## src/shared/pllcs_defines.svh

```systemverilog
`ifndef PLLCS_DEFINES_SVH
`define PLLCS_DEFINES_SVH
// Register indices; byte address is four times the index
`define PLLCS_IDX_CTRL 10'h0F0
`define PLLCS_IDX_FLAG 10'h0F2
`define PLLCS_IDX_PLL 10'h0F6
// Clock flag register bit positions
`define PLLCS_FLAG_EXT_STOP 7
`define PLLCS_FLAG_WDG 6
`define PLLCS_FLAG_SW 5
`define PLLCS_FLAG_CRYSTAL_STOP_ENABLE 4
`define PLLCS_FLAG_DIV16 3
`define PLLCS_FLAG_AUX_ST 2
`define PLLCS_FLAG_PLL_SEL 0
// Control register bit positions
`define PLLCS_CTRL_SW_RST_EN 3
`define PLLCS_CTRL_AUX_SEL 2
`define PLLCS_CTRL_WAIT_CHOICE 1
`define PLLCS_CTRL_LP_WAIT 0
// PLL configuration field positions
`define PLLCS_PLL_MUL_HI 5
`define PLLCS_PLL_MUL_LO 4
`define PLLCS_PLL_DIV_HI 2
// Reset values
`define PLLCS_CTRL_RST 4'h0
`define PLLCS_MUL_RST 2'h0
`define PLLCS_DIV_OFF 3'h7
// Multiplication factors per code
`define PLLCS_MUL_F00 4'hA
`define PLLCS_MUL_F01 4'h6
`define PLLCS_MUL_F10 4'hE
`define PLLCS_MUL_F11 4'h8
// Timing
`define PLLCS_CLK_PERIOD_NS 40
`define PLLCS_AUX_WINDOW_NS 2000
`define PLLCS_SWITCH_GUARD_NS 160
`endif

```

## src/shared/pllcs_pkg.sv

```systemverilog
package pllcs_pkg;
   // System clock source driven to the clock mux
   typedef enum logic [1:0] {src_xtal, src_div16, src_pll, src_aux} pllcs_src_t;
   // Glitch-free switch sequencer
   typedef enum logic [1:0] {st_idle, st_drain, st_swap, st_fill} pllcs_sw_t;
endpackage : pllcs_pkg

```

## src/rtl/pllcs_top.sv

```systemverilog
// Contract
// - Flag register reset value follows reset cause
// - External stop flag sticky until software clears
// - Watchdog reset flag read-only, marks watchdog reset
// - Software reset flag read-only, marks halt reset
// - Crystal stops once aux clock present, selected
// - Stop enable reads zero until aux runs
// - Divide-by-16 select; toggling raises interrupt
// - Aux status set only when aux selected; the code also sets it in low-power wait with the wait clock choice set
// - PLL select picks PLL or crystal clock
// - Hardware clears PLL select in four cases
// - Aux clock selection overrides all sources
// - Multiplier code maps to 14, 10, 8, 6
// - Divider code plus one; 111 bypasses PLL
// - PLL register resets to multiplier 00, divider 111
// - Halt stops oscillator, clock held high
// - Watchdog enabled keeps oscillator running on halt
// - Low-power wait forces divide-by-16 or aux
// - Aux request effective only with clock present
//
// Local design decision: the Wishbone register port.
`timescale 1ns/1ps
`default_nettype none
`include "pllcs_defines.svh"
module pllcs_top #(
   parameter int AW = 12,
   parameter int AUX_WIN_CYC = `PLLCS_AUX_WINDOW_NS / `PLLCS_CLK_PERIOD_NS,
   parameter int GUARD_CYC = (`PLLCS_SWITCH_GUARD_NS + `PLLCS_CLK_PERIOD_NS - 1)
      / `PLLCS_CLK_PERIOD_NS
) (
   input wire logic clk_i,
   input wire logic rst_i,
   input wire logic wb_cyc_i,
   input wire logic wb_stb_i,
   input wire logic wb_we_i,
   input wire logic [AW-1:0] wb_adr_i,
   input wire logic [3:0] wb_sel_i,
   input wire logic [31:0] wb_dat_i,
   output logic [31:0] wb_dat_o,
   output logic wb_ack_o,
   input wire logic rst_cause_wdg_i,
   input wire logic rst_cause_sw_i,
   input wire logic aux_clock_pin_i,
   input wire logic ext_stop_n_i,
   input wire logic wait_for_interrupt_i,
   input wire logic wake_i,
   input wire logic halt_i,
   input wire logic watchdog_enabled_i,
   output var pllcs_pkg::pllcs_src_t sys_clk_src_o,
   output logic sys_clk_run_o,
   output logic oscillator_enable_o,
   output logic oscillator_clock_high_o,
   output logic pll_enable_o,
   output logic [3:0] pll_factor_o,
   output logic [2:0] pll_divider_code_o,
   output logic clk_event_irq_o,
   output logic software_reset_req_o
);
   // Bus slave state
   logic ack_r;
   logic [7:0] rdat_r;
   // Control register (low-power wait, aux request, software reset enable)
   logic sw_rst_en_r;
   logic aux_clock_select_r;
   logic wait_clock_choice_r;
   logic low_power_wait_enable_r;
   // Clock flag register
   logic external_stop_flag_r;
   logic watchdog_reset_flag_r;
   logic software_reset_flag_r;
   logic crystal_stop_enable_pend_r; // Software asked for a crystal stop
   logic crystal_stop_enable_r; // Stop actually in force
   logic div16_select_r;
   logic aux_clock_status_r;
   logic pll_source_select_r;
   // PLL configuration register
   logic [1:0] pll_multiplier_code_r;
   logic [2:0] pll_divider_code_r;
   // Operating state
   logic wait_lp_r; // In low-power wait
   logic halted_r; // Halted until reset
   logic stop_n_prev_r;
   logic aux_prev_r;
   logic [15:0] aux_cnt_r;
   logic aux_present_r;
   // Switch sequencer
   pllcs_pkg::pllcs_sw_t st_r;
   pllcs_pkg::pllcs_sw_t st_nxt;
   logic [7:0] cnt_r;
   logic [7:0] cnt_nxt;
   pllcs_pkg::pllcs_src_t src_r;
   logic run_r;
   // Registered outputs
   logic osc_en_r;
   logic osc_high_r;
   logic pll_en_r;
   logic [3:0] factor_r;
   logic [2:0] divc_r;
   logic irq_r;
   logic swrst_r;

   // Pins cross the filtered synchroniser; aux goes in inverted so its reset level is idle low
   logic [1:0] pin_s;
   pllcs_sync3 #(.W(2)) u_sync (
      .clk_i(clk_i),
      .rst_i(rst_i),
      .d_i({~aux_clock_pin_i, ext_stop_n_i}),
      .q_o(pin_s)
   );
   wire aux_pin_s = ~pin_s[1];
   wire stop_n_s = pin_s[0];

   // Bus decode; one word per register, low byte carries the data
   wire req = wb_cyc_i & wb_stb_i;
   wire [AW-3:0] widx = wb_adr_i[AW-1:2];
   wire hit_ctrl = (widx == (AW-2)'(`PLLCS_IDX_CTRL));
   wire hit_flag = (widx == (AW-2)'(`PLLCS_IDX_FLAG));
   wire hit_pll = (widx == (AW-2)'(`PLLCS_IDX_PLL));
   // Write lands on the edge where the master sees ack
   wire wr = req & wb_we_i & ack_r & wb_sel_i[0];
   wire wr_ctrl = wr & hit_ctrl;
   wire wr_flag = wr & hit_flag;
   wire wr_pll = wr & hit_pll;
   wire [7:0] wd = wb_dat_i[7:0];

   // Read views; unused and reserved bits read zero
   wire [7:0] flag_rd = {external_stop_flag_r, watchdog_reset_flag_r,
      software_reset_flag_r, crystal_stop_enable_r, div16_select_r,
      aux_clock_status_r, 1'b0, pll_source_select_r};
   wire [7:0] pll_rd = {2'b00, pll_multiplier_code_r, 1'b0, pll_divider_code_r};
   wire [7:0] ctrl_rd = {4'h0, sw_rst_en_r, aux_clock_select_r,
      wait_clock_choice_r, low_power_wait_enable_r};
   // Unmapped addresses answer with zero
   wire [7:0] rd_sel = hit_flag ? flag_rd : hit_pll ? pll_rd : hit_ctrl ? ctrl_rd : 8'h00;

   // Events
   wire wait_entry = wait_for_interrupt_i & low_power_wait_enable_r;
   wire stop_exit = stop_n_s & ~stop_n_prev_r;
   wire halt_sw = halt_i & sw_rst_en_r;
   wire halt_osc = halt_i & ~sw_rst_en_r & ~watchdog_enabled_i;
   wire xtal_stopped = crystal_stop_enable_r | halted_r;

   // Next values of software-visible bits
   wire div16_nxt = wr_flag ? wd[`PLLCS_FLAG_DIV16] : div16_select_r;
   wire [2:0] div_nxt = wr_pll ? wd[`PLLCS_PLL_DIV_HI:0] : pll_divider_code_r;
   wire [1:0] mul_nxt = wr_pll ? wd[`PLLCS_PLL_MUL_HI:`PLLCS_PLL_MUL_LO]
      : pll_multiplier_code_r;
   // Hardware clears win over a software set to keep an unlocked PLL off
   wire pll_hw_clr = (div_nxt == `PLLCS_DIV_OFF) | xtal_stopped | wait_entry
      | ~div16_nxt;
   wire pll_sel_nxt = pll_hw_clr ? 1'b0
      : (wr_flag ? wd[`PLLCS_FLAG_PLL_SEL] : pll_source_select_r);
   // A set by the stop exit wins over a software clear in the same cycle
   wire ext_stop_nxt = stop_exit
      | (external_stop_flag_r & ~(wr_flag & ~wd[`PLLCS_FLAG_EXT_STOP]));
   // Writing zero drops a pending stop, so a careless read-modify-write cancels it
   wire pend_nxt = wr_flag ? wd[`PLLCS_FLAG_CRYSTAL_STOP_ENABLE] : crystal_stop_enable_pend_r;
   wire crystal_stop_enable_nxt = pend_nxt & aux_clock_status_r;
   // Aux request counts only while the pin really toggles
   wire aux_req = aux_clock_select_r | (wait_lp_r & wait_clock_choice_r);
   wire aux_st_nxt = aux_req & aux_present_r;
   wire irq_nxt = (div16_nxt != div16_select_r)
      | (aux_st_nxt != aux_clock_status_r);

   // Source the mux should settle on; aux first
   wire pllcs_pkg::pllcs_src_t tgt = aux_clock_status_r ? pllcs_pkg::src_aux
      : (~div16_select_r | wait_lp_r) ? pllcs_pkg::src_div16
      : (pll_source_select_r & pll_en_r) ? pllcs_pkg::src_pll
      : pllcs_pkg::src_xtal;
   wire pll_en_nxt = div16_select_r & ~wait_lp_r & ~xtal_stopped
      & (pll_divider_code_r != `PLLCS_DIV_OFF);
   wire [3:0] factor_nxt = (pll_multiplier_code_r == 2'h0) ? `PLLCS_MUL_F00
      : (pll_multiplier_code_r == 2'h1) ? `PLLCS_MUL_F01
      : (pll_multiplier_code_r == 2'h2) ? `PLLCS_MUL_F10 : `PLLCS_MUL_F11;
   // Clock is frozen high in stop and halt; gated while the mux changes
   wire run_nxt = (st_nxt == pllcs_pkg::st_idle) & stop_n_s & ~halted_r;

   // Switch sequencer: gate off, wait, swap, wait, gate on, so no runt pulse escapes
   always_comb begin
      st_nxt = st_r;
      cnt_nxt = cnt_r;
      case (st_r)
         pllcs_pkg::st_idle: begin
            if (tgt != src_r) begin
               st_nxt = pllcs_pkg::st_drain;
               cnt_nxt = 8'(GUARD_CYC);
            end
         end
         pllcs_pkg::st_drain: begin
            if (cnt_r == 8'h00) begin
               st_nxt = pllcs_pkg::st_swap;
            end else begin
               cnt_nxt = cnt_r - 8'h01;
            end
         end
         pllcs_pkg::st_swap: begin
            st_nxt = pllcs_pkg::st_fill;
            cnt_nxt = 8'(GUARD_CYC);
         end
         pllcs_pkg::st_fill: begin
            if (cnt_r == 8'h00) begin
               st_nxt = pllcs_pkg::st_idle;
            end else begin
               cnt_nxt = cnt_r - 8'h01;
            end
         end
         default: begin
            st_nxt = pllcs_pkg::st_idle;
            cnt_nxt = 8'h00;
         end
      endcase
   end

   // Bus handshake: ack one cycle after the request, dropped the next
   always_ff @(posedge clk_i) begin
      if (rst_i) begin
         ack_r <= 1'b0;
         rdat_r <= 8'h00;
      end else begin
         ack_r <= req & ~ack_r;
         rdat_r <= rd_sel;
      end
   end

   // Control register
   always_ff @(posedge clk_i) begin
      if (rst_i) begin
         {sw_rst_en_r, aux_clock_select_r, wait_clock_choice_r,
            low_power_wait_enable_r} <= `PLLCS_CTRL_RST;
      end else if (wr_ctrl) begin
         sw_rst_en_r <= wd[`PLLCS_CTRL_SW_RST_EN];
         aux_clock_select_r <= wd[`PLLCS_CTRL_AUX_SEL];
         wait_clock_choice_r <= wd[`PLLCS_CTRL_WAIT_CHOICE];
         low_power_wait_enable_r <= wd[`PLLCS_CTRL_LP_WAIT];
      end
   end

   // Clock flag register; reset pattern taken from the cause lines
   always_ff @(posedge clk_i) begin
      if (rst_i) begin
         external_stop_flag_r <= 1'b0;
         watchdog_reset_flag_r <= rst_cause_wdg_i;
         software_reset_flag_r <= rst_cause_sw_i & ~rst_cause_wdg_i;
         crystal_stop_enable_pend_r <= 1'b0;
         crystal_stop_enable_r <= 1'b0;
         div16_select_r <= 1'b1;
         aux_clock_status_r <= 1'b0;
         pll_source_select_r <= 1'b0;
      end else begin
         external_stop_flag_r <= ext_stop_nxt;
         crystal_stop_enable_pend_r <= pend_nxt;
         crystal_stop_enable_r <= crystal_stop_enable_nxt;
         div16_select_r <= div16_nxt;
         aux_clock_status_r <= aux_st_nxt;
         pll_source_select_r <= pll_sel_nxt;
      end
   end

   // PLL configuration register
   always_ff @(posedge clk_i) begin
      if (rst_i) begin
         pll_multiplier_code_r <= `PLLCS_MUL_RST;
         pll_divider_code_r <= `PLLCS_DIV_OFF;
      end else begin
         pll_multiplier_code_r <= mul_nxt;
         pll_divider_code_r <= div_nxt;
      end
   end

   // Low-power wait and halt state; only reset leaves halt
   always_ff @(posedge clk_i) begin
      if (rst_i) begin
         wait_lp_r <= 1'b0;
         halted_r <= 1'b0;
         stop_n_prev_r <= 1'b1;
      end else begin
         if (wait_entry) begin
            wait_lp_r <= 1'b1;
         end else if (wake_i) begin
            wait_lp_r <= 1'b0;
         end
         if (halt_osc) begin
            halted_r <= 1'b1;
         end
         stop_n_prev_r <= stop_n_s;
      end
   end

   // Aux presence: an edge must arrive within the window; a slow aux
   // clock beyond the window is reported absent
   always_ff @(posedge clk_i) begin
      if (rst_i) begin
         aux_prev_r <= 1'b0;
         aux_cnt_r <= 16'h0000;
         aux_present_r <= 1'b0;
      end else begin
         aux_prev_r <= aux_pin_s;
         if (aux_pin_s != aux_prev_r) begin
            aux_cnt_r <= 16'h0000;
            aux_present_r <= 1'b1;
         end else if (aux_cnt_r >= 16'(AUX_WIN_CYC)) begin
            aux_present_r <= 1'b0;
         end else begin
            aux_cnt_r <= aux_cnt_r + 16'h0001;
         end
      end
   end

   // Sequencer state and mux select
   always_ff @(posedge clk_i) begin
      if (rst_i) begin
         st_r <= pllcs_pkg::st_idle;
         cnt_r <= 8'h00;
         src_r <= pllcs_pkg::src_xtal;
         run_r <= 1'b1;
      end else begin
         st_r <= st_nxt;
         cnt_r <= cnt_nxt;
         if (st_r == pllcs_pkg::st_swap) begin
            src_r <= tgt;
         end
         run_r <= run_nxt;
      end
   end

   // Output flops for the oscillator and PLL controls
   always_ff @(posedge clk_i) begin
      if (rst_i) begin
         osc_en_r <= 1'b1;
         osc_high_r <= 1'b0;
         pll_en_r <= 1'b0;
         factor_r <= `PLLCS_MUL_F00;
         divc_r <= `PLLCS_DIV_OFF;
         irq_r <= 1'b0;
         swrst_r <= 1'b0;
      end else begin
         osc_en_r <= ~xtal_stopped & ~halt_osc;
         osc_high_r <= halted_r | halt_osc;
         pll_en_r <= pll_en_nxt;
         factor_r <= factor_nxt;
         divc_r <= pll_divider_code_r;
         irq_r <= irq_nxt;
         swrst_r <= halt_sw;
      end
   end

   assign wb_ack_o = ack_r;
   assign wb_dat_o = {24'h000000, rdat_r};
   assign sys_clk_src_o = src_r;
   assign sys_clk_run_o = run_r;
   assign oscillator_enable_o = osc_en_r;
   assign oscillator_clock_high_o = osc_high_r;
   assign pll_enable_o = pll_en_r;
   assign pll_factor_o = factor_r;
   assign pll_divider_code_o = divc_r;
   assign clk_event_irq_o = irq_r;
   assign software_reset_req_o = swrst_r;
endmodule : pllcs_top
`default_nettype wire

```

## src/rtl/pllcs_sync3.sv

```systemverilog
`timescale 1ns/1ps
`default_nettype none
// Three-stage pin synchroniser; output moves once stages two and three agree
module pllcs_sync3 #(
   parameter int W = 2
) (
   input wire logic clk_i,
   input wire logic rst_i,
   input wire logic [W-1:0] d_i,
   output logic [W-1:0] q_o
);
   genvar g;
   generate
      for (g = 0; g < W; g = g + 1) begin : g_bit
         logic s1_r; // Metastable stage, read only by s2_r
         logic s2_r;
         logic s3_r;
         logic q_r;
         // Shift chain; a one-sample disagreement is filtered out
         always_ff @(posedge clk_i) begin
            if (rst_i) begin
               s1_r <= 1'b1;
               s2_r <= 1'b1;
               s3_r <= 1'b1;
               q_r <= 1'b1;
            end else begin
               s1_r <= d_i[g];
               s2_r <= s1_r;
               s3_r <= s2_r;
               if (s2_r == s3_r) begin
                  q_r <= s3_r;
               end
            end
         end
         assign q_o[g] = q_r;
      end
   endgenerate
endmodule : pllcs_sync3
`default_nettype wire

```

## config.mk

```make
export PLATFORM = sky130hd
export DESIGN_NAME = pllcs_top
export DESIGN_NICKNAME = d
export VERILOG_FILES = /design/src/shared/pllcs_pkg.sv /design/src/rtl/pllcs_top.sv /design/src/rtl/pllcs_sync3.sv
export VERILOG_INCLUDE_DIRS = /design/src /design/src/shared
export SDC_FILE = /design/constraint.sdc
export NUM_CORES = 1
export LEC_CHECK = 0
export BUFFER_PORTS_ARGS = -buffer_cell sky130_fd_sc_hd__buf_2
export CAP_MARGIN = 20
export CORE_ASPECT_RATIO = 0.9
export CORE_MARGIN = 4
export CORE_UTILIZATION = 54
export DETAILED_ROUTE_END_ITERATION = 10
export PLACE_DENSITY = 0.86
export REMOVE_ABC_BUFFERS = 1
export SLEW_MARGIN = 20
export SYNTH_ARGS = -nofsm -noshare
export SYNTH_HDL_FRONTEND = slang
export SYNTH_SLANG_ARGS = --single-unit
export TNS_END_PERCENT = 50
```

## constraint.sdc

```tcl
create_clock -name clk_i -period 4.4 [get_ports clk_i]
set_input_delay 0.66 -clock clk_i [delete_from_list [all_inputs] [get_ports clk_i]]
set_output_delay 0.66 -clock clk_i [all_outputs]
set_load 0.02 [all_outputs]
```

==> run summary, run 1 <==
Status - complete, no violations
Max-Cap Viols - 0
Setup total negative slack - 0 ps
Met1 usage - 22.1%
Die H - 81.2 um
Vias per cell - 5.36
Final Total Pwr - 1660 uW
Final period util - 47.5%
Clock Path Buffers - 2
Post-CTS resize count - 0
DP HPWL - 4430 um
Min Hold Slack - 415 ps
Reg area - 1600 um^2
Drt first pass iters - 4
Mean Syn Cell Area - 9.46 um^2
Setup bufs post-CTS - 0
Setup Skew - 7.72 ps
Worst reg2reg setup slack - 2350 ps
Skew-Pair Late Insertion Delay - 340 ps
Critical path required time - 4610 ps
RSZ-0062 raised after global routing - no
Post-Synth XOR/XNOR Area - 2.18%
Top Usage Layer GRT - met2
Startpoint types - primary input
CTS buffer count - 9
Post-Syn Instances - 340
WS Path Type - primary input to register
Core Region - 5730 um^2
H-Tree Depth - 3
Register area share after synthesis - 49.8%
Initial antenna violation count - 0
Vias - 2497
Port Buf Inserts - 53
Synth Register Bits - 79
Largest family of logic cells by synthesized area - simple AND/OR/NAND/NOR gates
R2R depth - 5
Share of layout cells above drive strength 1 - 22.0%
Path type of the worst min-delay path - register to register
Final Hold Viols - 0
Pwr Density - 457 nW/um^2
Final setup fails - 0
Number of fill cells - 493
Relative slew margins - 52.5%
Global routing usage on met3 - 6.19%
Total Routing Usage GR - 17.9%
Area grow syn2layout - 12.7%
Die Width - 89.3 um
Final Wtd Congestion - 0.850
CTS root buf - clkbuf_8
Pins over their slew limit - 0
CTS tree - done
I/O Pins - 109
Worst hold start - u_sync.g_bit[0].s1_r
Number of flops mapped to enable cells by yosys - 2
Drc violations - 0
# clock sinks - 79
Post-synth cell types - 49
Congestion Overflow GR - 0
Min-Delay Endpoint - u_sync.g_bit[0].s2_r
Layout Cells excl Fill - 466
Synth Area in Simple Gates - 22.6%
Final Util - 63.3%
Slowest stage delay, CP - 640 ps
Multiplexer area fraction after synthesis - 3.81%
Fmax - 479 MHz
Crit. Startpoint - wb_adr_i[5]
Compound-Gate Fraction of Synth Area - 11.0%
Synthesized area - 3220 um^2
Detailed Route Iter0 Violations - 150
Drt total wl - 6150 um
Reg2reg start - wait_lp_r
WL/cell - 13.2 um
Diodes inserted - 0
Crit end category - register
Nets - 458
Clock transition at path regs - 80 ps
Global-route wire length before repair - 10000 um
Initial Util - 56.2%
Worst vdd ir - 457 uV
CTS hold repair buffers - 0
FF-to-FF End - sys_clk_run_o
Largest net degree at the start of global routing - 43
Worst-Margin Slew - 707 ps
WP data arrival - 2300 ps
Final ANT Viol Nets - 0
Number of global-route vias before repair - 2242
Top FF cell, synth - dfxtp_1
Share of flip-flops with an asynchronous set or reset - 0%
CP max-delay cell - nor3_1
Multi-input gate area - 1440 um^2
Post-Synth Adder-Cell Area - 2.33%
P_leak - 0.00152 uW
Die Area - 7250 um^2
Placed Cells incl. Taps - 450
Worst-path maximum fanout - 8
Min Tclk post-route - 2090 ps
Worst hold stages - 1
Critical path, cell by cell - buf_2, and4bb_2, nand4_1, nor3_1, mux2i_1, nor2_1
GR Util met2 - 28.9%
Yosys warns - 0
# rows - 26
==> logic make-up (layout without fill, tap and decap cells) <==
group,after synthesis,after routing
AO/OA/AOI/OAI,54,54
XOR/XNOR,8,8
adder cells (fa/ha/maj),6,6
buffers and inverters,45,77
flip-flops,79,79
multiplexers,12,12
other,1,25
AND/OR/NAND/NOR,135,135
==> sequential cells by signal (all words and copies together), names as in the netlist, 2 cells and up <==
| signal | count |
|---|---|
| u_sync.g_bit.s3_r | 2 |
| sys_clk_src_o | 2 |
| u_sync.g_bit.s1_r | 2 |
| cnt_r | 8 |
| st_r | 2 |
| pll_multiplier_code_r | 2 |
| u_sync.g_bit.q_r | 2 |
| pll_divider_code_o | 3 |
| rdat_r | 8 |
| pll_factor_o | 3 |
| u_sync.g_bit.s2_r | 2 |
| pll_divider_code_r | 3 |
| aux_cnt_r | 16 |
==> area by class of cell <==
type                       instances  area share, %
multi-input combinational        240           39.8
timing repair buffer              53           7.32
clock buffer                      11           3.90
sequential                        79           44.2
inverter                           8          0.829
clock inverter                     5           1.55
tap                               70           2.42
==> worst max-delay path: cells and delay by family <==
kind	cells	cell delay (ps)
and+or+nand+nor	4	1280
buffers and inverters	1	90
muxes	1	270
==> synthesized netlist by cell type (all sizes together) (2+ instances only) <==
| cell | instances | area, um^2 |
|---|---|---|
| or3 | 4 | 30.0 |
| nand2 | 18 | 67.6 |
| nor2b | 4 | 25.0 |
| nor4 | 2 | 12.5 |
| edfxtp | 2 | 60.1 |
| inv | 8 | 30.0 |
| a41oi | 2 | 17.5 |
| mux2i | 10 | 100 |
| and4bb | 2 | 25.0 |
| nand3 | 11 | 55.1 |
| mux2 | 2 | 22.5 |
| or2 | 9 | 56.3 |
| nand4 | 5 | 31.3 |
| o21ai | 17 | 85.1 |
| nor2 | 38 | 143 |
| nor3b | 6 | 45.0 |
| nand2b | 5 | 31.3 |
| a21oi | 17 | 85.1 |
| xnor2 | 6 | 52.6 |
| buf | 25 | 188 |
| o31ai | 2 | 15.0 |
| ha | 6 | 75.1 |
| nor3 | 9 | 50.1 |
| and3 | 15 | 93.8 |
| dfxtp | 77 | 1540 |
| a22oi | 2 | 15.0 |
| clkbuf | 12 | 45.0 |
| nand4b | 2 | 17.5 |
| a211oi | 4 | 30.0 |
| xor2 | 2 | 17.5 |
==> worst max-delay path by stage <==
stage / slack (ps) / to / depth (start not counted)
final: 2310 / wait_clock_choice_r / 6
after CTS: 2320 / wait_clock_choice_r / 6
after floorplan: 2340 / aux_clock_select_r / 5
after detailed placement: 1950 / wait_clock_choice_r / 6
after global placement: 2000 / aux_clock_select_r / 6
after global routing: 2130 / sw_rst_en_r / 6
==> metrics by stage <==
stage	worst slack (ps)	instance area (um^2)
detailed placement	1950	3430
global placement	2000	3430
CTS	2320	3620
floorplan	2340	3070
finish	2310	3620
global route	2130	3620
==> layer usage <==
layer	vias to the layer above	routed length, um
met3	12	517
met4	0	92
met5	-	0
met1	1165	2710
met2	85	2830
li1	1235	-
==> power by group <==
part	switching [uW]	internal, uW	leakage [uW]	total [uW]
Clock	252	277	0.0000959	529
Combinational	190	126	0.000783	316
Sequential	55.2	757	0.000644	813
Total	497	1160	0.00152	1660
==> cells in the final DEF (no fill, tap or decap), types with 2 or more instances in the layout <==
cell        synthesis  layout
a21oi_1            17      17
edfxtp_1            2       2
nor3b_1             6       6
and3_1             15      15
nand2_1            18      18
nor3_1              8       8
o31ai_1             2       2
nand4b_1            2       2
clkinvlp_4          0       2
inv_1               8       8
buf_2               0      53
nand2b_1            5       5
a211oi_1            4       4
clkbuf_8            0      10
nand3_1            11      11
ha_1                6       6
a41oi_1             2       2
o21ai_0            13      13
xor2_1              2       2
or3_1               3       3
nor2_1             38      38
o21ai_1             4       4
a22oi_1             2       2
nor4_1              2       2
mux2_2              2       2
dfxtp_1            77      77
or2_2               9       9
conb_1              1      25
and4bb_2            2       2
mux2i_1            10      10
nand4_1             5       5
nor2b_1             4       4
xnor2_1             6       6
Power figures use the tool's default switching activity.
==> inputs of run 2 (changes only) <==
Settings changed: CORE_UTILIZATION 54 to 45, PLACE_DENSITY 0.86 to 0.77.
Clock period 4.4 ns to 1.8 ns, I/O delays scaled along.
==> run 2 against run 1 <==
Against the previous run:
- register-to-register slack got worse by 2300 ps
- clock power grew 140%
- clock skew is 1.5 ps lower
- routed wire length is 3.6% higher
- setup slack got worse by 2300 ps
- first-iteration DRC count is 41% lower
- sequential power rose by 140%
- via count rose by 0.44%
- cell count up 7.7%
- sequential share of layout area decreased by 1.9 points
- die area up 18%
- combinational power increased to 2.8 times the previous value
- largest power group unchanged
==> run summary, run 2 (synthesized netlist as in run 1, its figures left out) <==
Crit path to - cnt_r[7]
Startpoint types - register
CP max-delay cell - a2111oi_4
Final WS setup - 19.1 ps (-2290 ps)
Met1 usage - 19.6% (-2.5 points)
Clock transition at path regs - 80 ps (about the same)
Pwr Density - 1100 nW/um^2 (+140%)
Setup Skew - 6.20 ps (-1.52 ps)
Share of layout cells above drive strength 1 - 26.2% (+4.2 points)
Family with the most delay on the worst path - simple AND/OR/NAND/NOR gates
# clock sinks - 79 (unchanged)
Largest registers - aux_cnt_r (16), cnt_r (8), rdat_r (8)
Final Wtd Congestion - 0.868 (+2.1%)
Worst Path Buf+Inv - 1 (unchanged)
CTS root buf - clkbuf_8
DP HPWL - 4830 um (+9.0%)
Core Region - 6760 um^2 (+18%)
Drt total wl - 6380 um (+3.6%)
Stages on worst setup path - 6 (unchanged)
WP data arrival - 2070 ps (-230 ps)
Congestion Overflow GR - 0 (unchanged)
Port Buf Inserts - 53 (unchanged)
Detailed Route Iter0 Violations - 88 (-41%)
Worst vdd ir - 685 uV (+50%)
I/O Pins - 109 (unchanged)
Total Routing Usage GR - 15.7% (-2.2 points)
RSZ-0062 raised after global routing - yes
Most frequent cells in the layout - dfxtp_1 (76), buf_2 (53), nor2_1 (37)
# rows - 28 (+7.7%)
Largest net degree at the start of global routing - 28 (-35%)
CTS tree - done
Final Hold Viols - 0 (unchanged)
Final Total Pwr - 4170 uW (+150%)
CTS buffer count - 9 (unchanged)
Top Usage Layer GRT - met2
Status - complete, no violations
Worst-Margin Slew - 589 ps (-118 ps)
Initial antenna violation count - 0 (unchanged)
Global-route wire length before repair - 10700 um (+6.6%)
Critical path required time - 2090 ps (-2520 ps)
Global routing usage on met3 - 6.85% (+0.66 points)
Die Width - 97.1 um (+8.7%)
Pins over their slew limit - 0 (unchanged)
WS Path Type - register to register
Placed Cells incl. Taps - 486 (+8.0%)
Die H - 88.2 um (+8.6%)
Final period util - 98.9%
Setup total negative slack - 0 ps (unchanged)
Skew-Pair Late Insertion Delay - 360 ps (+20 ps)
Min Hold Slack - 81.5 ps (-334 ps)
Clock Path Buffers - 2 (unchanged)
Slowest stage delay, CP - 360 ps (-280 ps)
Drt first pass iters - 4 (unchanged)
Path type of the worst min-delay path - primary input to register
Max reg flops - 16 (unchanged)
Final setup fails - 0 (unchanged)
GR Util met2 - 24.6% (-4.3 points)
Final ANT Viol Nets - 0 (unchanged)
R2R depth - 6 (+1)
Relative slew margins - 60.7% (+8.2 points)
Die Area - 8560 um^2 (+18%)
Crit end category - register
Leading cell type in the layout, fill and taps excluded - dfxtp_1
P_leak - 0.00161 uW (+5.7%)
Number of global-route vias before repair - 2301 (+2.6%)
FF-to-FF End - cnt_r[7]
Worst-path maximum fanout - 5 (-3)
Critical path, cell by cell - and4b_2, or3_4, a2111oi_4, buf_4, o21ai_1, a21oi_1
Vias - 2508 (+0.44%)
Diodes inserted - 0 (unchanged)
Drc violations - 0 (unchanged)
Worst reg2reg setup slack - 20 ps (-2330 ps)
Number of fill cells - 622 (+26%)
Max-Cap Viols - 0 (unchanged)
Min Tclk post-route - 1780 ps
Top reg by flops - aux_cnt_r
Layout Cells excl Fill - 502 (+7.7%)
WL/cell - 12.7 um (-3.8%)
Vias per cell - 5.00 (-6.8%)
H-Tree Depth - 3 (unchanged)
Area grow syn2layout - 17.7%
Setup bufs post-CTS - 0 (unchanged)
Fmax - 562 MHz
Nets - 474 (+3.5%)
Pre-CTS setup slack - -50.0 ps (-2000 ps)
Initial Util - 47.6% (-8.6 points)
Crit. Startpoint - wait_lp_r
Reg2reg start - wait_lp_r
CTS hold repair buffers - 0 (unchanged)
==> run 2: area by class of cell <==
| class | instances | area, um^2 | area share [%] |
|---|---|---|---|
| Multi-Input combinational cell | 240 | 1460 | 38.5 |
| Tap cell | 90 | 113 | 2.98 |
| Clock inverter | 6 | 60.1 | 1.59 |
| Timing Repair Buffer | 69 | 385 | 10.2 |
| Inverter | 8 | 30.0 | 0.793 |
| Sequential cell | 79 | 1600 | 42.3 |
| Clock buffer | 10 | 138 | 3.64 |
==> run 2: routing by layer <==
| metal | wire, um | vias to the layer above |
|---|---|---|
| li1 | - | 1267 |
| met1 | 2970 | 1161 |
| met2 | 2840 | 70 |
| met3 | 501 | 10 |
| met4 | 72 | 0 |
| met5 | 0 | - |
==> run 2: worst min-delay path by stage <==
stage                         startpoint              endpoint  slack (ps)  cells after the start
floorplan                          rst_i            aux_prev_r         340                      1
finish                   aux_clock_pin_i  u_sync.g_bit[1].s1_r          80                      2
global placement    u_sync.g_bit[1].s1_r  u_sync.g_bit[1].s2_r         390                      1
detailed placement  u_sync.g_bit[1].s1_r  u_sync.g_bit[1].s2_r         390                      1
CTS                      aux_clock_pin_i  u_sync.g_bit[1].s1_r          60                      2
global route             aux_clock_pin_i  u_sync.g_bit[1].s1_r          60                      2
==> run 2: what timing repair did <==
item                       CTS  global route
pin swaps                    2             1
resized for setup            2             4
setup endpoints to repair    7            12
==> run 2: metrics by stage <==
| step | utilization [%] | cell area (um^2) |
|---|---|---|
| after CTS | 55.8 | 3770 |
| after global placement | 52.8 | 3570 |
| after floorplan | - | 3070 |
| after detailed placement | 52.8 | 3570 |
| after global routing | 56.0 | 3780 |
| final | 56.0 | 3780 |
==> run 2: report_power, final <==
part / internal, uW / leakage (uW) / switching [uW]
logic: 403 / 0.000867 / 490
clock network: 670 / 0.0000981 / 622
registers: 1850 / 0.000644 / 130
total: 2920 / 0.00161 / 1240
==> inputs of run 3 (changes only) <==
Settings changed: CELL_PAD_IN_SITES_DETAIL_PLACEMENT set to 0, CELL_PAD_IN_SITES_GLOBAL_PLACEMENT set to 1, CORE_UTILIZATION 45 to 33, CTS_CLUSTER_DIAMETER set to 200, PLACE_DENSITY 0.77 to 0.76.
==> run 3 against run 2 <==
Against the previous run:
- first-iteration DRC count rose by 33%
- die area rose by 33%
- maximum frequency fell by 1.4%
- non-clock buffer count rose by 7
- cell count rose by 7.8%
- register-to-register slack got worse by 30 ps
- global-route usage fell by 3.5 points
- largest cell class unchanged
- critical path depth did not move
- sequential share of layout area fell by 1.6 points
- clock power rose by 21%
- the run now ends with negative setup slack left
- sequential power barely moved
==> run summary, run 3 (synthesized netlist as in run 1, its figures left out) <==
Status - complete, but fails checks
Violated checks - negative setup slack
Reg2reg start - wait_lp_r
H-Tree Depth - 3 (unchanged)
Switch Pwr - 1260 uW (+1.2%)
Max-Cap Viols - 0 (unchanged)
Number of global-route vias before repair - 2273 (-1.2%)
Multi-input gate area - 1470 um^2 (+1.1%)
Worst Path Buf+Inv - 1 (unchanged)
Slowest stage delay, CP - 420 ps (+60 ps)
Clock transition at path regs - 70 ps (about the same)
WS Path Type - register to register
Clk network pwr share - 34.8% (+3.8 points)
Diodes inserted - 0 (unchanged)
Startpoint types - register
CTS buffer count - 9 (unchanged)
Congestion Overflow GR - 0 (unchanged)
Core Region - 9290 um^2 (+37%)
Fmax - 554 MHz (-1.4%)
Number of fill cells - 924 (+49%)
I/O Pins - 109 (unchanged)
DP HPWL - 5030 um (+4.1%)
Global-route wire length before repair - 11100 um (+3.2%)
Setup Skew - 9.26 ps (+3.06 ps)
CTS tree - done
Max reg flops - 16 (unchanged)
Final Hold Viols - 0 (unchanged)
Vias per cell - 4.68 (-6.4%)
P_leak - 0.00167 uW (+3.9%)
Int Power - 3240 uW (+11%)
CP max-delay cell - a2111oi_4
Final Wtd Congestion - 0.788 (-9.2%)
Drt first pass iters - 4 (unchanged)
Min Tclk post-route - 1810 ps (+25.0 ps)
Worst vdd ir - 599 uV (-13%)
Crit end category - register
Skew-Pair Late Insertion Delay - 340 ps (-20 ps)
Reg power frac - 43.7% (-3.9 points)
Share of layout cells above drive strength 1 - 27.7% (+1.5 points)
Nets - 481 (+1.5%)
Final Util - 42.4% (-14 points)
Placed Cells incl. Taps - 525 (+8.0%)
Initial antenna violation count - 0 (unchanged)
R2R depth - 6 (unchanged)
Die H - 102 um (+15%)
Crit. Startpoint - wait_lp_r
Final period util - 100% (+1.4 points)
Drt total wl - 6830 um (+7.2%)
Family with the most delay on the worst path - compound AO/OA/AOI/OAI gates
CTS root buf - clkbuf_8
Reg area - 1600 um^2 (unchanged)
# rows - 33 (+18%)
Pins over their slew limit - 0 (unchanged)
Initial Util - 34.6% (-13 points)
Vias - 2530 (+0.88%)
Layout Cells excl Fill - 541 (+7.8%)
FF-to-FF End - cnt_r[7]
Final WS setup - -5.90 ps (-25.0 ps)
Worst-path maximum fanout - 5 (unchanged)
Path type of the worst min-delay path - primary input to register
Clock Path Buffers - 2 (unchanged)
Critical path required time - 2080 ps (about the same)
Total Routing Usage GR - 12.2% (-3.5 points)
Critical path, cell by cell - and4b_2, or3_4, a2111oi_4, buf_4, o21ai_1, a21oi_1
WP data arrival - 2080 ps (about the same)
Drc violations - 0 (unchanged)
Detailed Route Iter0 Violations - 117 (+33%)
Worst hold stages - 2 (unchanged)
Worst hold start - aux_clock_pin_i
Comb power frac - 21.5% (about the same)
Min-Delay Endpoint - u_sync.g_bit[1].s1_r
Pwr Density - 1140 nW/um^2 (+3.7%)
Largest net degree at the start of global routing - 30 (+7.1%)
Final Total Pwr - 4490 uW (+7.8%)
Port Buf Inserts - 53 (unchanged)
# clock sinks - 79 (unchanged)
Setup bufs post-CTS - 0 (unchanged)
Largest registers - aux_cnt_r (16), cnt_r (8), rdat_r (8)
Area grow syn2layout - 22.4%
Final setup fails - 1 (+1)
Worst reg2reg setup slack - -6 ps (-30 ps)
Sw Ratio - 28.0% (-1.8 points)
Top reg by flops - aux_cnt_r
Die Area - 11400 um^2 (+33%)
Leading cell type in the layout, fill and taps excluded - dfxtp_1
Most frequent cells in the layout - dfxtp_1 (76), buf_2 (53), nor2_1 (37)
Final ANT Viol Nets - 0 (unchanged)
Die Width - 112 um (+15%)
RSZ-0062 raised after global routing - yes
Setup total negative slack - -5.90 ps (-5.90 ps)
WL/cell - 12.6 um (-0.57%)
[run 3: cell types whose count changed in the layout (fill, tap and decap cells not counted), moves of 2 or more]
cell | previous run | this run
buf_4 | 16 | 23
bufinv_16 | 1 | 3
clkbuf_1 | 0 | 2
clkinv_2 | 3 | 1
clkinvlp_4 | 2 | 0
o21ai_1 | 5 | 3
o21ai_2 | 0 | 2
[run 3: area by class of cell]
class | instances | share of cell area, %
Sequential cell | 79 | 40.7
Clock inverter | 4 | 2.42
Timing Repair Buffer | 76 | 11.1
Tap cell | 122 | 3.88
Clock buffer | 12 | 3.69
Multi-Input combinational cell | 240 | 37.4
Inverter | 8 | 0.763
[run 3: power groups by stage]
stage | Sequential (uW) | Clock [uW] | Combinational (uW)
2_1_floorplan | 2030 | 0 | 536
3_3_place_gp | 2000 | 0 | 929
3_5_place_dp | 2000 | 0 | 933
4_1_cts | 1960 | 1610 | 937
5_1_grt | 1980 | 1680 | 1070
6_report | 1960 | 1560 | 965
[run 3: through the flow]
step	setup WS [ps]	instance area [um^2]	hold WS (ps)
after global routing	-96.2	3940	74.8
after floorplan	21.1	3070	337
after CTS	0.175	3910	67.0
final	-5.90	3940	86.3
after global placement	-7.10	3660	392
after detailed placement	-23.7	3660	399
[run 3: per-layer routing]
layer	GRT usage (%)	vias to the layer above	share of wire (%)
li1	-	1286	-
met4	4.71	0	1.0
met5	0	-	0
met2	18.0	76	44
met3	4.30	4	7.7
met1	16.5	1164	47
[run 3: worst max-delay path by stage]
stage	endpoint	slack (ps)	depth (start not counted)
final	cnt_r[7]	-6	6
after detailed placement	cnt_r[5]	-20	6
after CTS	cnt_r[7]	0.2	8
after global routing	cnt_r[5]	-100	6
after global placement	cnt_r[7]	-7	6
after floorplan	cnt_r[2]	20	5
[run 3: worst reg2reg max path: cells and delay by family, from the launching register on]
family	cells	cell delay (ps)
compound gates	3	620
flops	1	350
simple gates	2	580
buf+inv	1	200
[run 3: repair_timing]
item	CTS	global route
pin swaps	2	5
cloned	0	0
hold buffers	0	0
setup endpoints to repair	5	11
gates resized for setup	1	8
